File: config.mk
export PLATFORM = sky130hd
export DESIGN_NAME = drs_core
export DESIGN_NICKNAME = d
export VERILOG_FILES = /design/src/drs_pkg.sv /design/src/drs_core.sv
export SDC_FILE = /design/constraint.sdc
export NUM_CORES = 1
export LEC_CHECK = 0
export ABC_AREA = 1
export BUFFER_PORTS_ARGS = -buffer_cell sky130_fd_sc_hd__buf_2
export CAP_MARGIN = 30
export CELL_PAD_IN_SITES_DETAIL_PLACEMENT = 1
export CELL_PAD_IN_SITES_GLOBAL_PLACEMENT = 2
export CORE_MARGIN = 2
export CORE_UTILIZATION = 38
export CTS_BUF_LIST = sky130_fd_sc_hd__clkbuf_8
export DETAILED_ROUTE_END_ITERATION = 16
export GPL_TIMING_DRIVEN = 0
export PLACE_DENSITY = 0.95
export SYNTH_ARGS = -nofsm -noshare
export SYNTH_HDL_FRONTEND = slang
export SYNTH_SLANG_ARGS = --single-unit
File: constraint.sdc
create_clock -name clk_sys -period 16.75 [get_ports clk_sys]
set_clock_uncertainty 0.15 [all_clocks]
set_input_delay 3.35 -clock clk_sys [delete_from_list [all_inputs] [get_ports clk_sys]]
set_output_delay 3.35 -clock clk_sys [all_outputs]
set_load 0.05 [all_outputs]
File: src/drs_pkg.sv
// Constants, frame layout and register map of the reset/reference block.
// Assumes a single 40 MHz system clock.
package drs_pkg;

    // ************************************************************
    // Sizes and timing
    // ************************************************************
    localparam int NCH = 4;
    localparam int DW = 16;
    localparam logic [4:0] FRAME_BITS = 5'd24;
    localparam int CLK_PERIOD_NS = 25;
    // Internal power-on settle time
    localparam int POR_TIME_NS = 1000;
    localparam int POR_CYC = (POR_TIME_NS + CLK_PERIOD_NS - 1) / CLK_PERIOD_NS;

    // ************************************************************
    // Commands and fields
    // ************************************************************
    localparam logic [2:0] CMD_WR_IN = 3'h0;
    localparam logic [2:0] CMD_UPD = 3'h1;
    localparam logic [2:0] CMD_WR_UPD_ALL = 3'h2;
    localparam logic [2:0] CMD_WR_UPD = 3'h3;
    localparam logic [2:0] CMD_PWR = 3'h4;
    localparam logic [2:0] CMD_SW_RESET = 3'h5;
    localparam logic [2:0] CMD_LOAD_MASK = 3'h6;
    localparam logic [2:0] CMD_REF_SETUP = 3'h7;
    localparam logic [2:0] ADDR_ALL = 3'h7;
    localparam int MODE_BIT = 0;
    localparam int PD_LSB = 4;
    localparam logic [1:0] PD_NORMAL = 2'h0;
    localparam logic [DW-1:0] CODE_ZERO = 16'h0000;
    localparam logic [DW-1:0] CODE_MID = 16'h8000;

    // ************************************************************
    // Register map
    // ************************************************************
    localparam logic [1:0] REG_CTRL = 2'h0;
    localparam logic [1:0] REG_STATUS = 2'h1;
    localparam logic [1:0] REG_PD = 2'h2;
    localparam logic CTRL_RST = 1'b1;

    typedef struct packed {
        logic rsvd;
        logic dont_care;
        logic [2:0] cmd;
        logic [2:0] addr;
        logic [15:0] data;
    } drs_frame_type;

endpackage : drs_pkg

File: src/drs_core.sv
// Command interpreter for power-on reset, software reset and reference
// setup of a quad converter. Assumes a serial transport on clk_sys that
// gives one strobe per received bit and a strobe at the frame's stop.
//
// The plain strobed port and the register addresses were chosen for this implementation.
`timescale 1ns/1ps
module drs_core #(
    parameter bit HAS_LEVEL_PIN = 1'b1
) (
    input wire logic clk_sys,
    input wire logic sys_rst,
    input wire logic bit_strobe,
    input wire logic bit_value,
    input wire logic frame_stop,
    input wire logic load_update_pin_n,
    input wire logic output_clear_pin_n,
    input wire logic por_level_pin,
    input wire logic [1:0] reg_addr,
    input wire logic [7:0] reg_wdata,
    input wire logic reg_we,
    input wire logic reg_re,
    output logic [7:0] reg_rdata,
    output logic [drs_pkg::NCH-1:0][drs_pkg::DW-1:0] dac_code,
    output logic [drs_pkg::NCH-1:0] load_update_pin_mask,
    output logic [drs_pkg::NCH-1:0][1:0] pd_mode,
    output logic ref_on,
    output logic por_busy
);
    import drs_pkg::*;

    // ************************************************************
    // Helpers
    // ************************************************************
    function automatic logic ch_hit(input logic [2:0] a, input int i);
        ch_hit = (a == ADDR_ALL) || (a == 3'(i));
    endfunction : ch_hit

    logic [2:0] sync1_q;
    logic [2:0] sync2_q;
    logic load_update_pin_prev_q;
    logic [5:0] por_cnt_q;
    logic por_busy_q;
    logic por_load;
    logic hold_q;
    logic [23:0] shift_q;
    logic [4:0] bit_cnt_q;
    logic ctrl_en_q;
    logic [7:0] rdata_q;
    logic [NCH-1:0][DW-1:0] in_q;
    logic [NCH-1:0][DW-1:0] dac_q;
    logic [NCH-1:0] mask_q;
    logic [NCH-1:0][1:0] pd_q;
    logic ref_q;
    drs_frame_type frm;
    logic frame_ok;
    logic sw_rst;
    logic sw_full;
    logic load_update_pin_fall;
    logic clr_act;
    logic pins_live;

    // ************************************************************
    // Pin synchronisers
    // ************************************************************
    always_ff @(posedge clk_sys or posedge sys_rst) begin
        if (sys_rst) begin
            sync1_q <= 3'h7;
            sync2_q <= 3'h7;
            load_update_pin_prev_q <= 1'b1;
        end else begin
            sync1_q <= {por_level_pin, output_clear_pin_n, load_update_pin_n};
            sync2_q <= sync1_q;
            load_update_pin_prev_q <= sync2_q[0];
        end
    end

    // Load-update and clear pins only act once power-on reset is over and a frame has landed
    assign pins_live = !por_busy_q && !hold_q;
    assign load_update_pin_fall = pins_live && load_update_pin_prev_q && !sync2_q[0];
    assign clr_act = pins_live && !sync2_q[1];

    // ************************************************************
    // Power-on reset timer
    // ************************************************************
    assign por_load = por_busy_q && (por_cnt_q == 6'(POR_CYC - 1));

    always_ff @(posedge clk_sys or posedge sys_rst) begin
        if (sys_rst) begin
            por_cnt_q <= 6'h00;
            por_busy_q <= 1'b1;
        end else if (por_busy_q) begin
            por_cnt_q <= por_cnt_q + 6'h01;
            if (por_load) begin
                por_busy_q <= 1'b0;
            end
        end
    end

    // ************************************************************
    // Frame capture
    // ************************************************************
    assign frm = drs_frame_type'(shift_q);
    // Oversized or short frames fail the count check and are dropped
    assign frame_ok = frame_stop && ctrl_en_q && (bit_cnt_q == FRAME_BITS)
        && !frm.rsvd;
    assign sw_rst = frame_ok && (frm.cmd == CMD_SW_RESET);
    assign sw_full = sw_rst && frm.data[MODE_BIT];

    always_ff @(posedge clk_sys or posedge sys_rst) begin
        if (sys_rst) begin
            shift_q <= 24'h000000;
            bit_cnt_q <= 5'h00;
        end else if (frame_stop) begin
            // Shift register empties after every frame, reset or not
            shift_q <= 24'h000000;
            bit_cnt_q <= 5'h00;
        end else if (bit_strobe) begin
            shift_q <= {shift_q[22:0], bit_value};
            if (bit_cnt_q != 5'h1f) begin
                bit_cnt_q <= bit_cnt_q + 5'h01;
            end
        end
    end

    always_ff @(posedge clk_sys or posedge sys_rst) begin
        if (sys_rst) begin
            hold_q <= 1'b1;
        end else if (frame_ok) begin
            hold_q <= 1'b0;
        end
    end

    // ************************************************************
    // Input and converter registers
    // ************************************************************
    always_ff @(posedge clk_sys or posedge sys_rst) begin
        if (sys_rst) begin
            in_q <= '0;
        end else if (frame_ok && (frm.cmd == CMD_WR_IN ||
                frm.cmd == CMD_WR_UPD_ALL || frm.cmd == CMD_WR_UPD)) begin
            for (int i = 0; i < NCH; i++) begin
                if (ch_hit(frm.addr, i)) begin
                    in_q[i] <= frm.data;
                end
            end
        end
    end

    always_ff @(posedge clk_sys or posedge sys_rst) begin
        if (sys_rst) begin
            dac_q <= '0;
        end else if (por_load) begin
            for (int i = 0; i < NCH; i++) begin
                dac_q[i] <= (HAS_LEVEL_PIN && sync2_q[2]) ?
                    CODE_MID : CODE_ZERO;
            end
        end else if (sw_rst) begin
            dac_q <= '0;
        end else if (frame_ok) begin
            for (int i = 0; i < NCH; i++) begin
                if (frm.cmd == CMD_WR_UPD && ch_hit(frm.addr, i)) begin
                    dac_q[i] <= frm.data;
                end else if (frm.cmd == CMD_WR_UPD_ALL) begin
                    dac_q[i] <= ch_hit(frm.addr, i) ? frm.data : in_q[i];
                end else if (frm.cmd == CMD_UPD && ch_hit(frm.addr, i)) begin
                    dac_q[i] <= in_q[i];
                end else if (frm.cmd == CMD_WR_IN && ch_hit(frm.addr, i)
                        && mask_q[i]) begin
                    dac_q[i] <= frm.data;
                end
            end
        end else if (clr_act) begin
            dac_q <= '0;
        end else if (load_update_pin_fall) begin
            for (int i = 0; i < NCH; i++) begin
                if (!mask_q[i]) begin
                    dac_q[i] <= in_q[i];
                end
            end
        end
    end

    // ************************************************************
    // Configuration registers
    // ************************************************************
    always_ff @(posedge clk_sys or posedge sys_rst) begin
        if (sys_rst) begin
            mask_q <= '0;
            pd_q <= '0;
            ref_q <= 1'b0;
        end else if (sw_full) begin
            mask_q <= '0;
            pd_q <= '0;
            ref_q <= 1'b0;
        end else if (frame_ok) begin
            unique case (frm.cmd)
                CMD_LOAD_MASK: mask_q <= frm.data[NCH-1:0];
                CMD_REF_SETUP: ref_q <= frm.data[MODE_BIT];
                CMD_PWR: begin
                    for (int i = 0; i < NCH; i++) begin
                        if (frm.data[i]) begin
                            pd_q[i] <= frm.data[PD_LSB+1:PD_LSB];
                        end
                    end
                end
                default: begin
                end
            endcase
        end
    end

    // ************************************************************
    // Register port
    // ************************************************************
    always_ff @(posedge clk_sys or posedge sys_rst) begin
        if (sys_rst) begin
            ctrl_en_q <= CTRL_RST;
        end else if (reg_we && reg_addr == REG_CTRL) begin
            ctrl_en_q <= reg_wdata[0];
        end
    end

    always_ff @(posedge clk_sys or posedge sys_rst) begin
        if (sys_rst) begin
            rdata_q <= 8'h00;
        end else if (reg_re) begin
            unique case (reg_addr)
                REG_CTRL: rdata_q <= {7'h00, ctrl_en_q};
                REG_STATUS: rdata_q <= {1'b0, por_busy_q, hold_q, ref_q,
                    mask_q};
                REG_PD: rdata_q <= pd_q;
                default: rdata_q <= 8'h00;
            endcase
        end else begin
            rdata_q <= 8'h00;
        end
    end

    assign reg_rdata = rdata_q;
    assign dac_code = dac_q;
    assign load_update_pin_mask = mask_q;
    assign pd_mode = pd_q;
    assign ref_on = ref_q;
    assign por_busy = por_busy_q;
endmodule : drs_core

==> flow_metrics.tcl <==
set metrics [dict create \
    synth_cell_types 32 \
    timing.max_cap.violations 0 \
    tritoncts_clock_tree "done" \
    final_net_count 1643 \
    fill_cells 3673 \
    grt_first_pass_wirelength_um 61070 \
    layout_commonest_cell "sky130_fd_sc_hd__nand2_1" \
    synth_cells 1502 \
    power.density_cell_area_nw_per_um2 69.93 \
    worst_pin_slew_ns 0.8988 \
    crit_path_cell_trace "buf_2, nand2_1, nor2_1, nand2_2, nor2_2, nand2_1, nand2_1, inv_1, clkbuf_1, nand2_1, nor2_1, nand2_1, nand2_1" \
    clkSlewWorstSetupHoldPaths_ns 0.11 \
    timing.fmax_ghz 0.1957 \
    clk_path_buf_depth 2 \
    fin_crit_sh 0.3050 \
    cts_max_level 4 \
    hpwlAfterDp_um 27680 \
    routed_antenna_nets 0 \
    register_area_um2 4867 \
    post_drt_via_cell_ratio 5.429 \
    num_vias 10910 \
    synth-seq-cells 194 \
    drt_pre_antenna_iters 5 \
    synth_area_um2 10710 \
    antennaDiodeCount 0 \
    place_area_um2 11700 \
    relSlewSlack 0.4008 \
    family_of_cells_with_the_greatest_summed_delay_on_the_critical_path "simple AND/OR/NAND/NOR gates" \
    synth_area_leader_cell "sky130_fd_sc_hd__dfrtp_1" \
    overflow 0 \
    post_drt_wl_per_cell_um 19.24 \
    chipHeight_um 171.9 \
    synth_fp_nets 1526 \
    post_route_minimum_period_ns 5.109 \
    setup_total_negative_slack_ns 0 \
    worstSetupEndpointType "flop" \
    place.port_buffers 97 \
    fraction_of_layout_instances_using_a_drive_strength_above_1 0.1238 \
    number_of_instances_in_the_placed_design 1978 \
    io-pin-count 106 \
    worst_setup_slack_post_dpl_ns 11.19 \
    grt_antenna_before_repair 0 \
    final_core_utilization 0.4360 \
    post_cts_buffers 0 \
    core_region_area_um2 27780 \
    clock_tree.root_cell "sky130_fd_sc_hd__clkbuf_8" \
    post_layout_nonfiller_instances 2010 \
    crit_type "in -> reg" \
    worstPathArrival_ns 5.41 \
    track_usage 0.2700 \
    finalSetupViolations 0 \
    cp_common_cell "sky130_fd_sc_hd__nand2_1" \
    synth.avg_cell_area_um2 7.130 \
    cts_made_buffers 17 \
    holdBufCountCts 0 \
    grt_setup_unrepaired "no" \
    clk_latency_ns 0.50 \
    timing_max_transition_violations_final 0 \
    hp-class "reg -> reg" \
    die_x_um 171.9 \
    grt_pass1_vias 11320 \
    floorplan.initialDensity 0.3855 \
    iteration_0_drc_count_of_the_detailed_router 721 \
    yosysSeqAreaShare 0.4545 \
    top_library_cells_by_usage_in_the_layout_fill_and_taps_aside "sky130_fd_sc_hd__nand2_1, sky130_fd_sc_hd__o21ai_0, sky130_fd_sc_hd__nand3_1" \
    top_cells_by_area_in_the_synthesized_netlist "sky130_fd_sc_hd__dfrtp_1, sky130_fd_sc_hd__nand2_1, sky130_fd_sc_hd__o21ai_0" \
    post_cts_resized 0 \
    critical-path-max-stage-delay_ns 0.54 \
    multi_input_comb_area_um2 5030 \
    remaining_drc_errors 0 \
    power.leakage_nw 6.004 \
    worstPathBufferInverterCount 3 \
    max-vdd-ir-drop_v 0.00003850 \
    synth_top_area_frac 0.4300 \
    crit_path_max_fanout 10 \
    crit_slowest_cell "sky130_fd_sc_hd__clkbuf_1" \
    fin_area_um2 12110 \
    dieArea_um2 29540 \
    critical_path.startpoint_type "input port" \
    synthesis_warning_total 0 \
    wl_um 38670 \
    required_worst_endpoint_ns 17.05 \
    grt_start_max_net_pins 127 \
    routabilityCongestion 0.9145 \
    post_route_worst_setup_slack_ns 11.64 \
    cts_num_sinks 194 \
    layout-area-overhead-vs-synth_pct 13.11 \
    finalHoldViolations 0 \
    rows 61 \
    run_status "finished clean" \
]
==> through the flow <==
step	hold WS (ns)	power [mW]
2_1_floorplan	0.1952	0.5091
3_3_place_gp	0.1959	0.5196
3_5_place_dp	0.1973	0.5216
4_1_cts	0.1985	0.8520
5_1_grt	0.2142	0.8714
6_report	0.1969	0.8471
==> final cells by class <==
cell class              count  share of cell area
well taps                 378             0.03905
inverters                 115             0.03626
multi-input cells        1109              0.4152
clock inverters            14             0.01343
clock buffers              18             0.02045
flip-flops and latches    194              0.4018
repair buffers             98             0.04235
plain buffers              84             0.03140
==> sequential cells by signal (all words and copies together), names as in the netlist <==
| register | count |
|---|---|
| bit_cnt_q | 5 |
| ctrl_en_q | 1 |
| dac_code | 64 |
| frm | 24 |
| hold_q | 1 |
| in_q | 64 |
| load_update_pin_mask | 4 |
| load_update_pin_prev_q | 1 |
| pd_mode | 8 |
| por_busy | 1 |
| por_cnt_q | 6 |
| ref_on | 1 |
| reg_rdata | 8 |
| sync1_q | 3 |
| sync2_q | 3 |
==> metal layers <==
layer	up-vias	track usage	routed length (µm)
li1	5159	-	-
met4	0	0.1045	1260
met3	71	0.05081	2100
met1	5394	0.3563	17390
met2	289	0.4404	17920
met5	-	0	0
==> path summary, 6_finish.rpt <==
check / from / end / slack [ns] / cells after the start
worst max register to register: por_busy$_DFF_PP1_ / dac_code[39]$_DFFE_PP0P_ / 13.73 / 10
worst max-delay path: frame_stop / dac_code[16]$_DFFE_PP0P_ / 11.64 / 13
worst min register to register: sync1_q[1]$_DFF_PP1_ / sync2_q[1]$_DFF_PP1_ / 0.20 / 0
max in group asynchronous: sys_rst / in_q[37]$_DFFE_PP0P_ / 12.68 / 3
worst min-delay path: sync1_q[1]$_DFF_PP1_ / sync2_q[1]$_DFF_PP1_ / 0.20 / 0
min in group asynchronous: sys_rst / dac_code[52]$_DFFE_PP0P_ / 2.89 / 2
==> power breakdown <==
group | switching [mW] | internal, mW
registers | 0.00312 | 0.474
logic | 0.0273 | 0.00787
clock network | 0.184 | 0.151
total | 0.214 | 0.633
==> cell usage after synthesis <==
cell type / count
sky130_fd_sc_hd__nand3b_1: 2
sky130_fd_sc_hd__buf_1: 6
sky130_fd_sc_hd__dfstp_2: 10
sky130_fd_sc_hd__nor3_1: 3
sky130_fd_sc_hd__nor2_1: 82
sky130_fd_sc_hd__o31ai_1: 5
sky130_fd_sc_hd__o21ai_1: 4
sky130_fd_sc_hd__a21oi_1: 28
sky130_fd_sc_hd__o211ai_1: 15
sky130_fd_sc_hd__nor3_2: 2
sky130_fd_sc_hd__buf_6: 1
sky130_fd_sc_hd__nor2_2: 4
sky130_fd_sc_hd__xnor2_1: 1
sky130_fd_sc_hd__ha_1: 4
sky130_fd_sc_hd__nand3_1: 207
sky130_fd_sc_hd__o21ai_0: 215
sky130_fd_sc_hd__o22ai_1: 27
sky130_fd_sc_hd__a21o_1: 2
sky130_fd_sc_hd__buf_4: 5
sky130_fd_sc_hd__clkbuf_1: 41
sky130_fd_sc_hd__xor2_1: 4
sky130_fd_sc_hd__nand2_2: 11
sky130_fd_sc_hd__inv_1: 109
sky130_fd_sc_hd__inv_2: 6
sky130_fd_sc_hd__buf_2: 31
sky130_fd_sc_hd__nand2_1: 488
sky130_fd_sc_hd__dfrtp_1: 184
sky130_fd_sc_hd__mux2_2: 1
sky130_fd_sc_hd__nor2_4: 1
sky130_fd_sc_hd__o21a_1: 1
sky130_fd_sc_hd__nand4_1: 1
sky130_fd_sc_hd__nand3_2: 1
==> cell families (layout without fill, tap and decap cells) <==
kind of cell,count (synthesis),in the layout,share of synthesized area
AND/OR/NAND/NOR,802,802,0.3125
multiplexers,1,1,0.001051
AO/OA/AOI/OAI,297,297,0.1473
XOR/XNOR,5,5,0.004089
flip-flops,194,194,0.4545
buffers and inverters,199,329,0.07583
adder cells (fa/ha/maj),4,4,0.004674
Power figures use the tool's default switching activity.
